### src/sc_regs.svh
// Contract
// - a write is chip select low together with write strobe low.
// - a read is chip select and output enable low, write strobe held high.
// - read data valid 55 ns after address; reads at least 55 ns apart.
// - write address stable, low pulses at least 40 ns, writes 55 ns apart.
// - write data valid at least 25 ns before write end, held to end.
// - controller never drives data while the device may still drive it.
`ifndef SC_REGS_SVH
`define SC_REGS_SVH

`define SC_CLK_NS     50
`define SC_T_AA_NS    55
`define SC_T_RC_NS    55
`define SC_T_PWE_NS   40
`define SC_T_SD_NS    25
`define SC_T_WC_NS    55
// least times round up to whole cycles
`define SC_CEIL(ns)   (((ns) + `SC_CLK_NS - 1) / `SC_CLK_NS)
`define SC_RD_CYC     `SC_CEIL(`SC_T_AA_NS)
`define SC_PWE_CYC    `SC_CEIL(`SC_T_PWE_NS)
`define SC_SD_CYC     `SC_CEIL(`SC_T_SD_NS)
`define SC_WR_CYC     ((`SC_PWE_CYC > `SC_SD_CYC) ? `SC_PWE_CYC : `SC_SD_CYC)
`define SC_SYNC_CYC   2
`define SC_IDLE_LVL   1'b1

`endif

### src/sc_pkg.sv
`default_nettype none
package sc_pkg;
  typedef enum logic [2:0] {
    SC_IDLE,
    SC_W_SETUP,
    SC_W_PULSE,
    SC_W_HOLD,
    SC_R_ACC
  } sc_state_type;
  typedef logic [15:0] sc_word_type;
  typedef logic [15:0] sc_addr_type;
  typedef logic [1:0]  sc_lane_type;
endpackage : sc_pkg
`default_nettype wire

### src/sc_tmr_if.sv
`default_nettype none
interface sc_tmr_if #(parameter int W = 4);
  logic         load;
  logic [W-1:0] load_val;
  logic         done;
  modport ctl (output load, output load_val, input done);
  modport tmr (input load, input load_val, output done);
endinterface : sc_tmr_if
`default_nettype wire

### src/sc_timer.sv
`default_nettype none
// done stays low in the load cycle and for n cycles after a load of n
module sc_timer #(
  parameter int W = 4
) (
  input  wire logic clk_i,
  input  wire logic rst_b_i,
  sc_tmr_if.tmr     t
);
  import sc_pkg::*;
  logic [W-1:0] cnt_r;
  logic [W-1:0] cnt_nxt;

  assign cnt_nxt = t.load ? t.load_val : ((cnt_r != '0) ? cnt_r - 1'b1 : cnt_r);
  assign t.done  = (cnt_r == '0) && !t.load;

  always_ff @(posedge clk_i or negedge rst_b_i) begin
    if (!rst_b_i) begin
      cnt_r <= '0;
    end else begin
      cnt_r <= cnt_nxt;
    end
  end
endmodule : sc_timer
`default_nettype wire

### src/sc_sram_ctl.sv
`default_nettype none
`include "sc_regs.svh"
module sc_sram_ctl #(
  parameter int TW = 4
) (
  input  wire logic            clk_i,
  input  wire logic            rst_b_i,
  // user side
  input  wire logic            req_i,
  input  wire logic            wr_i,
  input  wire sc_pkg::sc_addr_type addr_i,
  input  wire sc_pkg::sc_word_type wdata_i,
  input  wire sc_pkg::sc_lane_type lane_en_i,
  output logic                 ack_o,
  output logic                 busy_o,
  output sc_pkg::sc_word_type  rdata_o,
  // memory pins
  output logic                 chip_select_n_o,
  output logic                 write_strobe_n_o,
  output logic                 output_enable_n_o,
  output logic                 upper_lane_enable_n_o,
  output logic                 lower_lane_enable_n_o,
  output sc_pkg::sc_addr_type  mem_addr_o,
  output sc_pkg::sc_word_type  mem_dq_o,
  output logic                 mem_dq_oe_o,
  input  wire sc_pkg::sc_word_type mem_dq_i
);
  import sc_pkg::*;

  ////////////////////////////////////////////////////////////////////////////
  // elaboration check: the timer must hold the longest access count
  if (TW < 2 || (1 << TW) <= (`SC_RD_CYC + `SC_SYNC_CYC) || (1 << TW) <= `SC_WR_CYC) begin : g_tw_check
    $error("sc_sram_ctl: TW too small for access counts");
  end

  localparam logic [TW-1:0] RD_LOAD = TW'(`SC_RD_CYC + `SC_SYNC_CYC);
  localparam logic [TW-1:0] WR_LOAD = TW'(`SC_WR_CYC);

  ////////////////////////////////////////////////////////////////////////////
  // lane enables are active high at the user port and active low on the pins
  function automatic sc_lane_type lane_to_pins(input sc_lane_type en);
    lane_to_pins = ~en;
  endfunction : lane_to_pins

  // one down-counter times the write pulse and the read access
  sc_tmr_if #(.W(TW)) tmr ();
  sc_timer #(.W(TW)) u_timer (
    .clk_i   (clk_i),
    .rst_b_i (rst_b_i),
    .t       (tmr)
  );

  ////////////////////////////////////////////////////////////////////////////
  // state and registered pins
  sc_state_type state_r, state_nxt;
  logic         cs_n_r, cs_n_nxt;
  logic         we_n_r, we_n_nxt;
  logic         oe_n_r, oe_n_nxt;
  sc_lane_type  lane_n_r, lane_n_nxt;
  sc_addr_type  addr_r, addr_nxt;
  sc_word_type  dq_r, dq_nxt;
  logic         dq_oe_r, dq_oe_nxt;
  sc_word_type  rdata_r, rdata_nxt;
  logic         ack_r, ack_nxt;
  logic         busy_r;
  sc_word_type  sync1_r, sync2_r;
  logic         tload;
  logic [TW-1:0] tval;

  ////////////////////////////////////////////////////////////////////////////
  // decode
  wire accept    = (state_r == SC_IDLE) && req_i;
  wire no_lanes  = (lane_en_i == 2'b00);
  wire start_wr  = accept && !no_lanes && wr_i;
  wire start_rd  = accept && !no_lanes && !wr_i;
  wire timer_end = tmr.done;
  wire [15:0] lane_mask = {{8{!lane_n_r[1]}}, {8{!lane_n_r[0]}}};

  // the timer is loaded only on a state change
  assign tmr.load     = tload;
  assign tmr.load_val = tval;

  always_comb begin
    state_nxt  = state_r;
    cs_n_nxt   = cs_n_r;
    we_n_nxt   = we_n_r;
    oe_n_nxt   = oe_n_r;
    lane_n_nxt = lane_n_r;
    addr_nxt   = addr_r;
    dq_nxt     = dq_r;
    dq_oe_nxt  = dq_oe_r;
    rdata_nxt  = rdata_r;
    ack_nxt    = 1'b0;
    tload      = 1'b0;
    tval       = '0;
    case (state_r)
      SC_IDLE: begin
        // all strobes high keeps the memory in standby
        cs_n_nxt   = `SC_IDLE_LVL;
        we_n_nxt   = `SC_IDLE_LVL;
        oe_n_nxt   = `SC_IDLE_LVL;
        lane_n_nxt = {2{`SC_IDLE_LVL}};
        dq_oe_nxt  = 1'b0;
        if (accept && no_lanes) begin
          ack_nxt = 1'b1; // empty request never strobes the memory
        end
        if (start_wr) begin
          // address stable for the whole write, write strobe still high
          // whole sixteen-bit word address, one location per address
          addr_nxt   = addr_i;
          lane_n_nxt = lane_to_pins(lane_en_i); // per-lane write selection
          dq_nxt     = wdata_i;
          cs_n_nxt   = 1'b0;
          oe_n_nxt   = 1'b1; // device outputs stay off, so driving is safe
          dq_oe_nxt  = 1'b1; // data set up well ahead of write end
          state_nxt  = SC_W_SETUP;
        end
        if (start_rd) begin
          addr_nxt   = addr_i; // address only moves on accept, idle otherwise
          lane_n_nxt = lane_to_pins(lane_en_i);
          // lanes open onto a bus the controller has already left
          dq_oe_nxt  = 1'b0;
          cs_n_nxt   = 1'b0;
          oe_n_nxt   = 1'b0;
          we_n_nxt   = 1'b1;
          tload      = 1'b1;
          tval       = RD_LOAD; // access time plus input synchroniser
          state_nxt  = SC_R_ACC;
        end
      end
      SC_W_SETUP: begin
        we_n_nxt  = 1'b0; // select and strobe low together open the write
        tload     = 1'b1;
        tval      = WR_LOAD; // strobe pulse width and data setup
        state_nxt = SC_W_PULSE;
      end
      SC_W_PULSE: begin
        if (timer_end) begin
          // select and strobe rise together; data held one more cycle
          we_n_nxt   = 1'b1;
          cs_n_nxt   = 1'b1;
          lane_n_nxt = 2'b11;
          state_nxt  = SC_W_HOLD;
        end
      end
      SC_W_HOLD: begin
        // data lines released a cycle after the strobe rose
        dq_oe_nxt = 1'b0;
        ack_nxt   = 1'b1;
        state_nxt = SC_IDLE; // setup, pulse and hold exceed the write cycle time
      end
      SC_R_ACC: begin
        if (timer_end) begin
          // keep only enabled lanes of the synchronised pins
          rdata_nxt  = sync2_r & lane_mask;
          cs_n_nxt   = 1'b1;
          oe_n_nxt   = 1'b1;
          lane_n_nxt = 2'b11;
          ack_nxt    = 1'b1;
          state_nxt  = SC_IDLE;
        end
      end
      default: begin
        state_nxt = SC_IDLE;
      end
    endcase
  end

  ////////////////////////////////////////////////////////////////////////////
  // registers
  always_ff @(posedge clk_i or negedge rst_b_i) begin
    if (!rst_b_i) begin
      state_r  <= SC_IDLE;
      cs_n_r   <= 1'b1;
      we_n_r   <= 1'b1;
      oe_n_r   <= 1'b1;
      lane_n_r <= 2'b11;
      addr_r   <= '0;
      dq_r     <= '0;
      dq_oe_r  <= 1'b0;
      rdata_r  <= '0;
      ack_r    <= 1'b0;
      busy_r   <= 1'b0;
    end else begin
      state_r  <= state_nxt;
      cs_n_r   <= cs_n_nxt;
      we_n_r   <= we_n_nxt;
      oe_n_r   <= oe_n_nxt;
      lane_n_r <= lane_n_nxt;
      addr_r   <= addr_nxt;
      dq_r     <= dq_nxt;
      dq_oe_r  <= dq_oe_nxt;
      rdata_r  <= rdata_nxt;
      ack_r    <= ack_nxt;
      busy_r   <= (state_nxt != SC_IDLE);
    end
  end

  // two-stage synchroniser on the data pins
  // only the second stage feeds logic
  always_ff @(posedge clk_i or negedge rst_b_i) begin
    if (!rst_b_i) begin
      sync1_r <= '0;
      sync2_r <= '0;
    end else begin
      sync1_r <= mem_dq_i;
      sync2_r <= sync1_r;
    end
  end

  assign ack_o                 = ack_r;
  assign busy_o                = busy_r;
  assign rdata_o               = rdata_r;
  assign chip_select_n_o       = cs_n_r;
  assign write_strobe_n_o      = we_n_r;
  assign output_enable_n_o     = oe_n_r;
  assign upper_lane_enable_n_o = lane_n_r[1];
  assign lower_lane_enable_n_o = lane_n_r[0];
  assign mem_addr_o            = addr_r;
  assign mem_dq_o              = dq_r;
  assign mem_dq_oe_o           = dq_oe_r;
endmodule : sc_sram_ctl
`default_nettype wire

### config.mk
export PLATFORM = sky130hd
export DESIGN_NAME = sc_sram_ctl
export DESIGN_NICKNAME = d
export VERILOG_FILES = /design/src/sc_pkg.sv /design/src/sc_tmr_if.sv /design/src/sc_timer.sv /design/src/sc_sram_ctl.sv
export VERILOG_INCLUDE_DIRS = /design/src
export SDC_FILE = /design/constraint.sdc
export NUM_CORES = 1
export LEC_CHECK = 0
export BUFFER_PORTS_ARGS = -buffer_cell sky130_fd_sc_hd__buf_2
export CORE_ASPECT_RATIO = 1.2
export CORE_MARGIN = 2
export CORE_UTILIZATION = 50
export DETAILED_ROUTE_END_ITERATION = 16
export PLACE_DENSITY = 0.77
export SYNTH_ARGS = -nofsm -noshare
export SYNTH_HDL_FRONTEND = slang
export SYNTH_HIERARCHICAL = 1
export SYNTH_SLANG_ARGS = --single-unit
export TNS_END_PERCENT = 1
### constraint.sdc
create_clock -name clk_i -period 5 [get_ports clk_i]
set_clock_uncertainty 0.2 [all_clocks]
set_input_delay 0.75 -clock clk_i [delete_from_list [all_inputs] [get_ports clk_i]]
set_output_delay 0.75 -clock clk_i [all_outputs]
set_load 0.03 [all_outputs]
## Word level (Yosys, flattened, before mapping)

Index checks and enable logic that the tools add are counted.

| storage, ports and cells | value |
|---|---|
| register bits | 95 |
| input port bits | 54 |
| output and inout port bits | 56 |
| word-level logic and storage cells | 83 |

| operators by class | value |
|---|---|
| add/sub/neg operators | 1 |
| eq/ne operators | 7 |
| multiplexer cells | 30 |
| bitwise gates (word level) | 2 |
| reduce and logical (&&, ||, !) cells | 29 |

Operators with widths:

| operator | number |
|---|---|
| $mux W16 | 2 |
| $and A16 B16 Y16 | 1 |
| $mux W3 | 5 |
| $pmux W3 S4 | 1 |
| $reduce_and A2 Y1 | 6 |
| $reduce_bool A2 Y1 | 5 |
| $mux W1 | 9 |
| $mux W4 | 2 |
| $pmux W1 S2 | 4 |
| $eq A3 B2 Y1 const B | 2 |
| $logic_and A1 B1 Y1 | 6 |
| $mux W2 | 3 |
| $pmux W1 S3 | 2 |
| $pmux W3 S2 | 1 |
| $reduce_bool A3 Y1 | 2 |
| $logic_not A1 Y1 | 5 |
| $logic_not A4 Y1 | 1 |
| $ne A2 B2 Y1 const B | 2 |
| $pmux W2 S2 | 1 |
| $reduce_bool A4 Y1 | 1 |
| $sub A4 B1 Y4 const B | 1 |
| $eq A3 B1 Y1 const B | 1 |
| $eq A3 B3 Y1 const B | 1 |
| $logic_not A3 Y1 | 1 |
| 4 further kinds | 4 |

## Logic depth before layout (Yosys ltp)

Gate-level depths: netlist (run 1).

| depth | value |
|---|---|
| depth in word-level cells | 11 |
| depth in mapped cells | 11 |
| gate-level depth less buffers | 8 |

## Modules after synthesis

The synthesis (run 1) kept the hierarchy.

By module, submodules not included:

| module | times used | cells an instance | area an instance (µm²) | seq. area each (µm²) |
|---|---|---|---|---|
| sc_sram_ctl | 1 | 219 | 3244.4 | 2283.4 |
| sc_timer | 1 | 26 | 247.7 | 100.1 |

## Worst setup path after synthesis (run 1)

No wires, ideal clock.

| path | value |
|---|---|
| kind | input -> register |
| from | in lane_en_i[1] |
| to | reg rdata_r[11], in the netlist rdata_o[11] |
| setup time | 0.135 ns |
| arrival | 2.807 ns |
| data required time | 4.665 ns |
| slack | 1.857 ns |
| stages | 10 |
| path buffers | 2 |
| cell sequence | nor2_1 -> nor3_1 -> or2_2 -> buf_6 -> or4b_4 -> inv_1 -> nand4bb_1 -> clkbuf_1 -> nand2_1 -> o21ai_0 |

| on the way | value |
|---|---|
| word-level cells in the longest chain between the ends | 9 |

RTL lines:

| what | line | RTL |
|---|---|---|
| from (decl) | sc_sram_ctl.sv:13 | `input wire sc_pkg::sc_lane_type lane_en_i,` |
| $logic_not A2 Y1 | sc_sram_ctl.sv:73 | `wire no_lanes = (lane_en_i == 2'b00);` |
| $logic_not A1 Y1 | sc_sram_ctl.sv:75 | `wire start_rd = accept && !no_lanes && !wr_i;` |
| $logic_and A1 B1 Y1 (2 in series) | sc_sram_ctl.sv:75 |  |
| $mux W1 | sc_sram_ctl.sv:118 | `if (start_rd) begin` |
| $pmux W1 S2 | sc_sram_ctl.sv:96 | `case (state_r)` |
| net tload | sc_sram_ctl.sv:67 | `logic tload;` |
| $logic_not A1 Y1 | sc_timer.sv:15 | `assign t.done = (cnt_r == '0) && !t.load;` |
| $logic_and A1 B1 Y1 | sc_timer.sv:15 |  |
| net timer_end | sc_sram_ctl.sv:76 | `wire timer_end = tmr.done;` |
| $reduce_and A2 Y1 (no source line) | n/a |  |
| to (signal assigned) | sc_sram_ctl.sv:193 | `rdata_r <= rdata_nxt;` |
| to (decl) | sc_sram_ctl.sv:63 | `sc_word_type rdata_r, rdata_nxt;` |

The timed path passes the listed nets, and every way through them passes these cells.
A chain may end at the register's enable or synchronous reset.

## Worst setup path in the final report (run 1)

| path | value |
|---|---|
| from | in lane_en_i[1] |
| to | reg lane_n_r[0] |

| on the way | value |
|---|---|
| word-level cells in the longest chain between the ends | 10 |
| elaborated cells on any way between the ends | 14 |
| classes of those cells | eq/ne: 1; mux: 5; reduce/logical: 8 |

RTL lines:

| what | line | RTL |
|---|---|---|
| $logic_not A2 Y1 | sc_sram_ctl.sv:73 |  |
| $logic_not A1 Y1 | sc_sram_ctl.sv:75 |  |
| $logic_and A1 B1 Y1 (2 in series) | sc_sram_ctl.sv:75 |  |
| $mux W1 | sc_sram_ctl.sv:118 |  |
| $pmux W1 S2 | sc_sram_ctl.sv:96 |  |
| net tload | sc_sram_ctl.sv:67 |  |
| $logic_not A1 Y1 | sc_timer.sv:15 |  |
| $logic_and A1 B1 Y1 | sc_timer.sv:15 |  |
| net timer_end | sc_sram_ctl.sv:76 |  |
| $ne A2 B1 Y1 (no source line) | n/a |  |
| $reduce_and A2 Y1 (no source line) | n/a |  |
| to (signal assigned) | sc_sram_ctl.sv:189 | `lane_n_r <= lane_n_nxt;` |
| to (decl) | sc_sram_ctl.sv:59 | `sc_lane_type lane_n_r, lane_n_nxt;` |

The timed path passes the listed nets, and every way through them passes these cells.

==> results_dict.tcl, run 1 <==
set metrics [dict create \
    status "completed" \
    netlist_top_cells_count "dfrtp_1 (90), mux2_2 (24), nand2_1 (18), nand2b_1 (18), o21ai_0 (18)" \
    hpwl_um 4470 \
    grt_pass1_vias 2196 \
    relSlewSlack 0.2934 \
    leakage_nw 2.102 \
    max_freq_mhz 315.2 \
    fin_crit_ps 3172 \
    period_share 0.6344 \
    startpoint_type "input pin" \
    netlist_top_cells_area "dfrtp_1 (64%), mux2_2 (7.7%), dfstp_2 (3.8%)" \
    dp_cells 434 \
    crit_family "simple AND/OR/NAND/NOR gates" \
    synth-seq-area-share 0.6826 \
    cp_data_arrival_time_ps 3240 \
    place.port_buffers 109 \
    tns_ps 0 \
    synth_area_sq_mm 0.003492 \
    drcViolationCount 0 \
    place_ws_ps 1487 \
    synth_top_cell_by_area "dfrtp_1" \
    ys_types 37 \
    gp_congestion 0.8103 \
    rsz0062_at_grt "false" \
    netlist_instances 245 \
    ir_drop_mv 0.3808 \
    fin_nets 414 \
    fillers 560 \
    insertion_delay_ps 350 \
    crit_path_max_fanout 9 \
    yosys_warnings 6 \
    hold_viol_final 0 \
    setup_viol 0 \
    grt.total_usage 0.1703 \
    hold_slack_ps 153.7 \
    worst-setup-path-type "input pin to flop" \
    cellPowerDensity_mw_per_mm2 629.1 \
    ys.flop_type "dfrtp_1" \
    grt_max_degree 52 \
    avgSynthCellArea_sq_um 14.25 \
    syn2layout_area_growth_pct 22.79 \
    routed_wl_um 6246 \
    ys_seq_elements 95 \
    slew_viol_final 0 \
    cts_sinks 95 \
    crit_path_top_delay_cell "or4b_4" \
    dr.pass1.iters 4 \
    synth.most_common_cell "dfrtp_1" \
    antenna_found_initial 0 \
    r2r_start "state_r[2]$_DFF_PN0_" \
    rr_worst_depth 8 \
    drtAntennaViolNets 0 \
    synth-edff-count 0 \
    final_cells 450 \
    post-route-util 0.6294 \
    required_ps 5070 \
    min_path_type "flop to flop" \
    wl_per_cell_um 13.88 \
    cts_hold_buf 0 \
    yosysTopAreaCellShare 0.6449 \
    die_area_sq_mm 0.007672 \
    viasPerCell 4.889 \
    root_buffer "clkbuf_8" \
    crit_buf_inv 2 \
    cts_buffers 9 \
    clk_pin_slew_ps 90 \
    num_rows 33 \
    h-tree-depth 3 \
    num_vias 2200 \
    tritoncts "done" \
    ctsResizeCount 0 \
    endpoint "lane_n_r[0]$_DFFE_PN1P_" \
    core_area_sq_mm 0.006813 \
    drive_gt1_frac 0.4766 \
    startpoint "lane_en_i[1]" \
    io_pins 110 \
    max-clock-path-buffers 2 \
    cp_num_cells 9 \
    drt_iter0_markers 114 \
    die_height_um 95.55 \
    worstMarginPinSlew_ps 1059 \
    endpoint_kind "flop" \
    synthArstFlopShare 1.000 \
    timing.rr.end "lane_n_r[0]$_DFFE_PN1P_" \
    slowest_delay_ps 570 \
    num_antenna_cells 0 \
    r2r_slack_ps 1980 \
    initial_utilization 0.5126 \
    cts_setup_buffers 0 \
    die_x_um 80.29 \
    seqCellArea_sq_mm 0.002384 \
    multi_input_area_sq_mm 0.001031 \
    fin_ws_ps 1828 \
    crit_chain "buf_2 > nor2_1 > nor3_1 > or2_2 > or4b_4 > inv_1 > a21bo_2 > a21oi_1 > a2bb2oi_1" \
    cap_viol_max_count 0 \
    grt_pass1_wl_um 9963 \
    grt_overflow 0 \
]
flip-flops by register name (all words and copies together) (netlist names), 2 cells and up:
name,count
mem_addr_o,16
state_r,3
lane_n_r,2
rdata_o,16
u_timer/cnt_r,4
sync2_r,16
mem_dq_o,16
sync1_r,16
how the worst min path moves through the flow:
stage                               start               endpoint  slack, ps  cells after the start
floorplan            sync1_r[0]$_DFF_PN0_   sync2_r[0]$_DFF_PN0_        130                      0
global placement    sync1_r[11]$_DFF_PN0_  sync2_r[11]$_DFF_PN0_        130                      0
detailed placement   sync1_r[8]$_DFF_PN0_   sync2_r[8]$_DFF_PN0_        130                      0
CTS                  sync1_r[8]$_DFF_PN0_   sync2_r[8]$_DFF_PN0_        160                      0
global route        sync1_r[10]$_DFF_PN0_  sync2_r[10]$_DFF_PN0_        160                      0
finish              sync1_r[11]$_DFF_PN0_  sync2_r[11]$_DFF_PN0_        150                      0
power by group:
part	switching [W]	leakage (nW)	internal [W]
Clock	0.000274	0.0980	0.000192
Sequential	0.000150	1.15	0.00101
Combinational	0.000660	0.855	0.000416
Total	0.00108	2.10	0.00161
cells by family (layout without fill, tap and decap cells):
family          after synthesis  after routing  synth area share
mux                          33             33            0.1147
buf+inv                      14            131           0.02508
simple gates                 62             62            0.1003
fa+ha+maj                     2              2          0.007165
other cells                   1              2          0.001074
flops                        95             95            0.6826
xor+xnor                      2              2          0.005017
compound gates               36             36           0.06414
layer usage:
metal,share of wire,vias up,GRT usage
li1,-,1055,-
met3,0.090,4,0.07197
met5,0,-,0
met2,0.46,88,0.2597
met1,0.45,1053,0.2233
met4,0.0046,0,0.05085
metrics by stage:
stage | total power [W] | instance area, sq um
2_1_floorplan | 0.001943 | 3496
3_3_place_gp | 0.002224 | 4101
3_5_place_dp | 0.002254 | 4101
4_1_cts | 0.002733 | 4288
5_1_grt | 0.002868 | 4288
6_report | 0.002698 | 4288
final cells by class:
| type | count | share of cell area |
|---|---|---|
| Tap cell | 87 | 0.02539 |
| Multi-Input combinational cell | 137 | 0.2404 |
| Clock inverter | 7 | 0.01459 |
| Timing Repair Buffer | 111 | 0.1313 |
| Clock buffer | 9 | 0.02889 |
| Inverter | 4 | 0.003502 |
| Sequential cell | 95 | 0.5559 |
cells in the final DEF (no fill, tap or decap), drive strengths merged, types with 3 or more instances in the layout:
cell / instances
a21oi: 6
inv: 8
nor2b: 3
nor2: 11
clkinv: 3
nand2b: 18
clkbuf: 9
nor3: 3
nand2: 18
dfrtp: 90
mux2: 32
nor3b: 3
dfstp: 5
buf: 111
o21ai: 18
(Power assumes the default switching activity.)
==> run 2: changes to the inputs <==
--- a/config.mk
+++ b/config.mk
@@ -9,9 +9,9 @@
 export BUFFER_PORTS_ARGS = -buffer_cell sky130_fd_sc_hd__buf_2
 export CORE_ASPECT_RATIO = 1.2
 export CORE_MARGIN = 2
-export CORE_UTILIZATION = 50
+export CORE_UTILIZATION = 45
 export DETAILED_ROUTE_END_ITERATION = 16
-export PLACE_DENSITY = 0.77
+export PLACE_DENSITY = 0.74
 export SYNTH_ARGS = -nofsm -noshare
 export SYNTH_HDL_FRONTEND = slang
 export SYNTH_HIERARCHICAL = 1
==> constraint.sdc (replaced) <==
create_clock -name clk_i -period 2.79 [get_ports clk_i]
set_clock_uncertainty 0.2 [all_clocks]
set_input_delay 0.4185 -clock clk_i [delete_from_list [all_inputs] [get_ports clk_i]]
set_output_delay 0.4185 -clock clk_i [all_outputs]
set_load 0.03 [all_outputs]
==> run 2 against run 1 <==
Compared with the run above: clock power rose by 100%; sequential power increased by 77%; via count rose by 4.4%; die area increased by 11%; highest routed layer unchanged.
==> results_dict.tcl, run 2 (synthesis gave the netlist of run 1 again) <==
set metrics [dict create \
    p_seq_frac 0.410 \
    cp_data_arrival_time_ps 2690 \
    dr.pass1.iters 4 \
    worstMarginPinSlew_ps 566.1 \
    drcViolationCount 0 \
    grt_overflow 0 \
    cellPowerDensity_mw_per_mm2 1096 \
    final_cell_mix "buf_2 (108), dfrtp_1 (90), mux2_2 (24)" \
    die_x_um 84.42 \
    antenna_found_initial 0 \
    setup_viol 0 \
    syn2layout_area_growth_pct 30.74 \
    cts_sinks 95 \
    rr_worst_depth 8 \
    wl_per_cell_um 13.93 \
    path_common_cell "or4b_4" \
    p_sw_w 0.001950 \
    num_vias 2297 \
    switching_share 0.3898 \
    timing.rr.end "lane_n_r[0]$_DFFE_PN1P_" \
    viasPerCell 4.775 \
    drive_gt1_frac 0.4704 \
    grt_pass1_vias 2415 \
    die_area_sq_mm 0.008484 \
    grt_max_degree 52 \
    required_ps 2860 \
    endpoint_kind "flop" \
    crit_chain "or4b_4 > nor3_1 > or2_2 > or4b_4 > inv_1 > a21bo_2 > a21oi_1 > a2bb2oi_1" \
    core_area_sq_mm 0.007620 \
    final_common_cell "buf_2" \
    p_int_w 0.003053 \
    worst-setup-path-type "flop to flop" \
    gp_congestion 0.8644 \
    drtAntennaViolNets 0 \
    ctsResizeCount 0 \
    startpoint_type "flop" \
    p_comb_frac 0.402 \
    crit_family "simple AND/OR/NAND/NOR gates" \
    min_from "lane_en_i[0]" \
    crit_path_max_fanout 8 \
    cts_hold_buf 17 \
    status "completed" \
    period_share 0.9383 \
    crit_buf_inv 1 \
    relSlewSlack 0.6173 \
    io_pins 110 \
    grt.total_usage 0.1675 \
    ir_drop_mv 0.7317 \
    r2r_start "state_r[2]$_DFF_PN0_" \
    max-clock-path-buffers 2 \
    slowest_delay_ps 550 \
    tns_ps 0 \
    cts_setup_buffers 0 \
    slew_viol_final 0 \
    num_antenna_cells 0 \
    hold_slack_ps 54.09 \
    crit_path_top_delay_cell "or4b_4" \
    r2r_slack_ps 170 \
    hpwl_um 4845 \
    h-tree-depth 3 \
    leakage_nw 2.226 \
    min_path_type "input pin to flop" \
    final_cells 481 \
    die_height_um 100.5 \
    fin_crit_ps 2618 \
    initial_utilization 0.4583 \
    drt_iter0_markers 164 \
    pwr-share-clk 0.187 \
    place.port_buffers 109 \
    rsz0062_at_grt "false" \
    cts_buffers 9 \
    tritoncts "done" \
    routed_wl_um 6702 \
    fin_nets 440 \
    whs_endpoint "lane_n_r[0]$_DFFE_PN1P_" \
    root_buffer "clkbuf_8" \
    clk_pin_slew_ps 90 \
    cap_viol_max_count 0 \
    dp_cells 448 \
    num_rows 35 \
    max_freq_mhz 382.0 \
    insertion_delay_ps 350 \
    grt_pass1_wl_um 11090 \
    cp_num_cells 8 \
    hold_viol_final 0 \
    holdPathStages 2 \
]
[run 2: changes by cell type in the layout (fill, tap and decap cells not counted), moves of 2 or more]
cell,before,now
buf_4,3,11
clkinv_4,2,0
clkinvlp_4,0,2
dlygate4sd3_1,0,17
[run 2: how the worst max path moves through the flow]
stage	start	to	slack (ps)
2_1_floorplan	lane_en_i[1]	rdata_o[11]$_DFFE_PN0P_	90
3_3_place_gp	req_i	lane_n_r[1]$_DFFE_PN1P_	170
3_5_place_dp	req_i	lane_n_r[0]$_DFFE_PN1P_	50
4_1_cts	state_r[2]$_DFF_PN0_	lane_n_r[0]$_DFFE_PN1P_	190
5_1_grt	state_r[2]$_DFF_PN0_	lane_n_r[0]$_DFFE_PN1P_	20
6_report	state_r[2]$_DFF_PN0_	lane_n_r[0]$_DFFE_PN1P_	170
[run 2: per-layer routing]
metal	wire length, um	vias to the layer above	GRT usage
li1	-	1103	-
met1	2752	1112	0.2017
met2	3431	75	0.2839
met3	422	7	0.04423
met4	95	0	0.07692
met5	0	-	0
[run 2: stage by stage]
| stage | cell area [sq um] | utilization | power (W) | setup WS, ps |
|---|---|---|---|---|
| 4_1_cts | 4566 | 0.5992 | 0.005054 | 185.7 |
| 3_5_place_dp | 4184 | 0.5491 | 0.004089 | 50.40 |
| 2_1_floorplan | 3500 | - | 0.003483 | 88.72 |
| 5_1_grt | 4566 | 0.5992 | 0.005297 | 22.42 |
| 3_3_place_gp | 4184 | 0.5491 | 0.004032 | 173.6 |
| 6_report | 4566 | 0.5992 | 0.005003 | 172.2 |
[run 2: power groups by stage]
stage                     Combinational [W]  Clock, W  Sequential [W]
after floorplan                    0.000774         0         0.00271
after global placement              0.00197         0         0.00206
after detailed placement            0.00201         0         0.00208
after CTS                           0.00203  0.000965         0.00206
after global routing                0.00216   0.00103         0.00211
final                               0.00201  0.000937         0.00205
[run 2: cell type report]
class	instances	area, sq um
tap	92	115.1
clock buffer	10	137.6
inverter	4	15.01
multi-input combinational	137	1027
sequential	95	2384
clock inverter	6	73.82
timing repair buffer	137	813.3
fill	618	3054
[run 2: worst register-to-register path, cell delays in order, from the launching register on]
cell and delay [ps]:
dfrtp_1 470, or4b_4 200, nor3_1 60, or2_2 280
or4b_4 550, inv_1 110, a21bo_2 220, a21oi_1 260
a2bb2oi_1 190
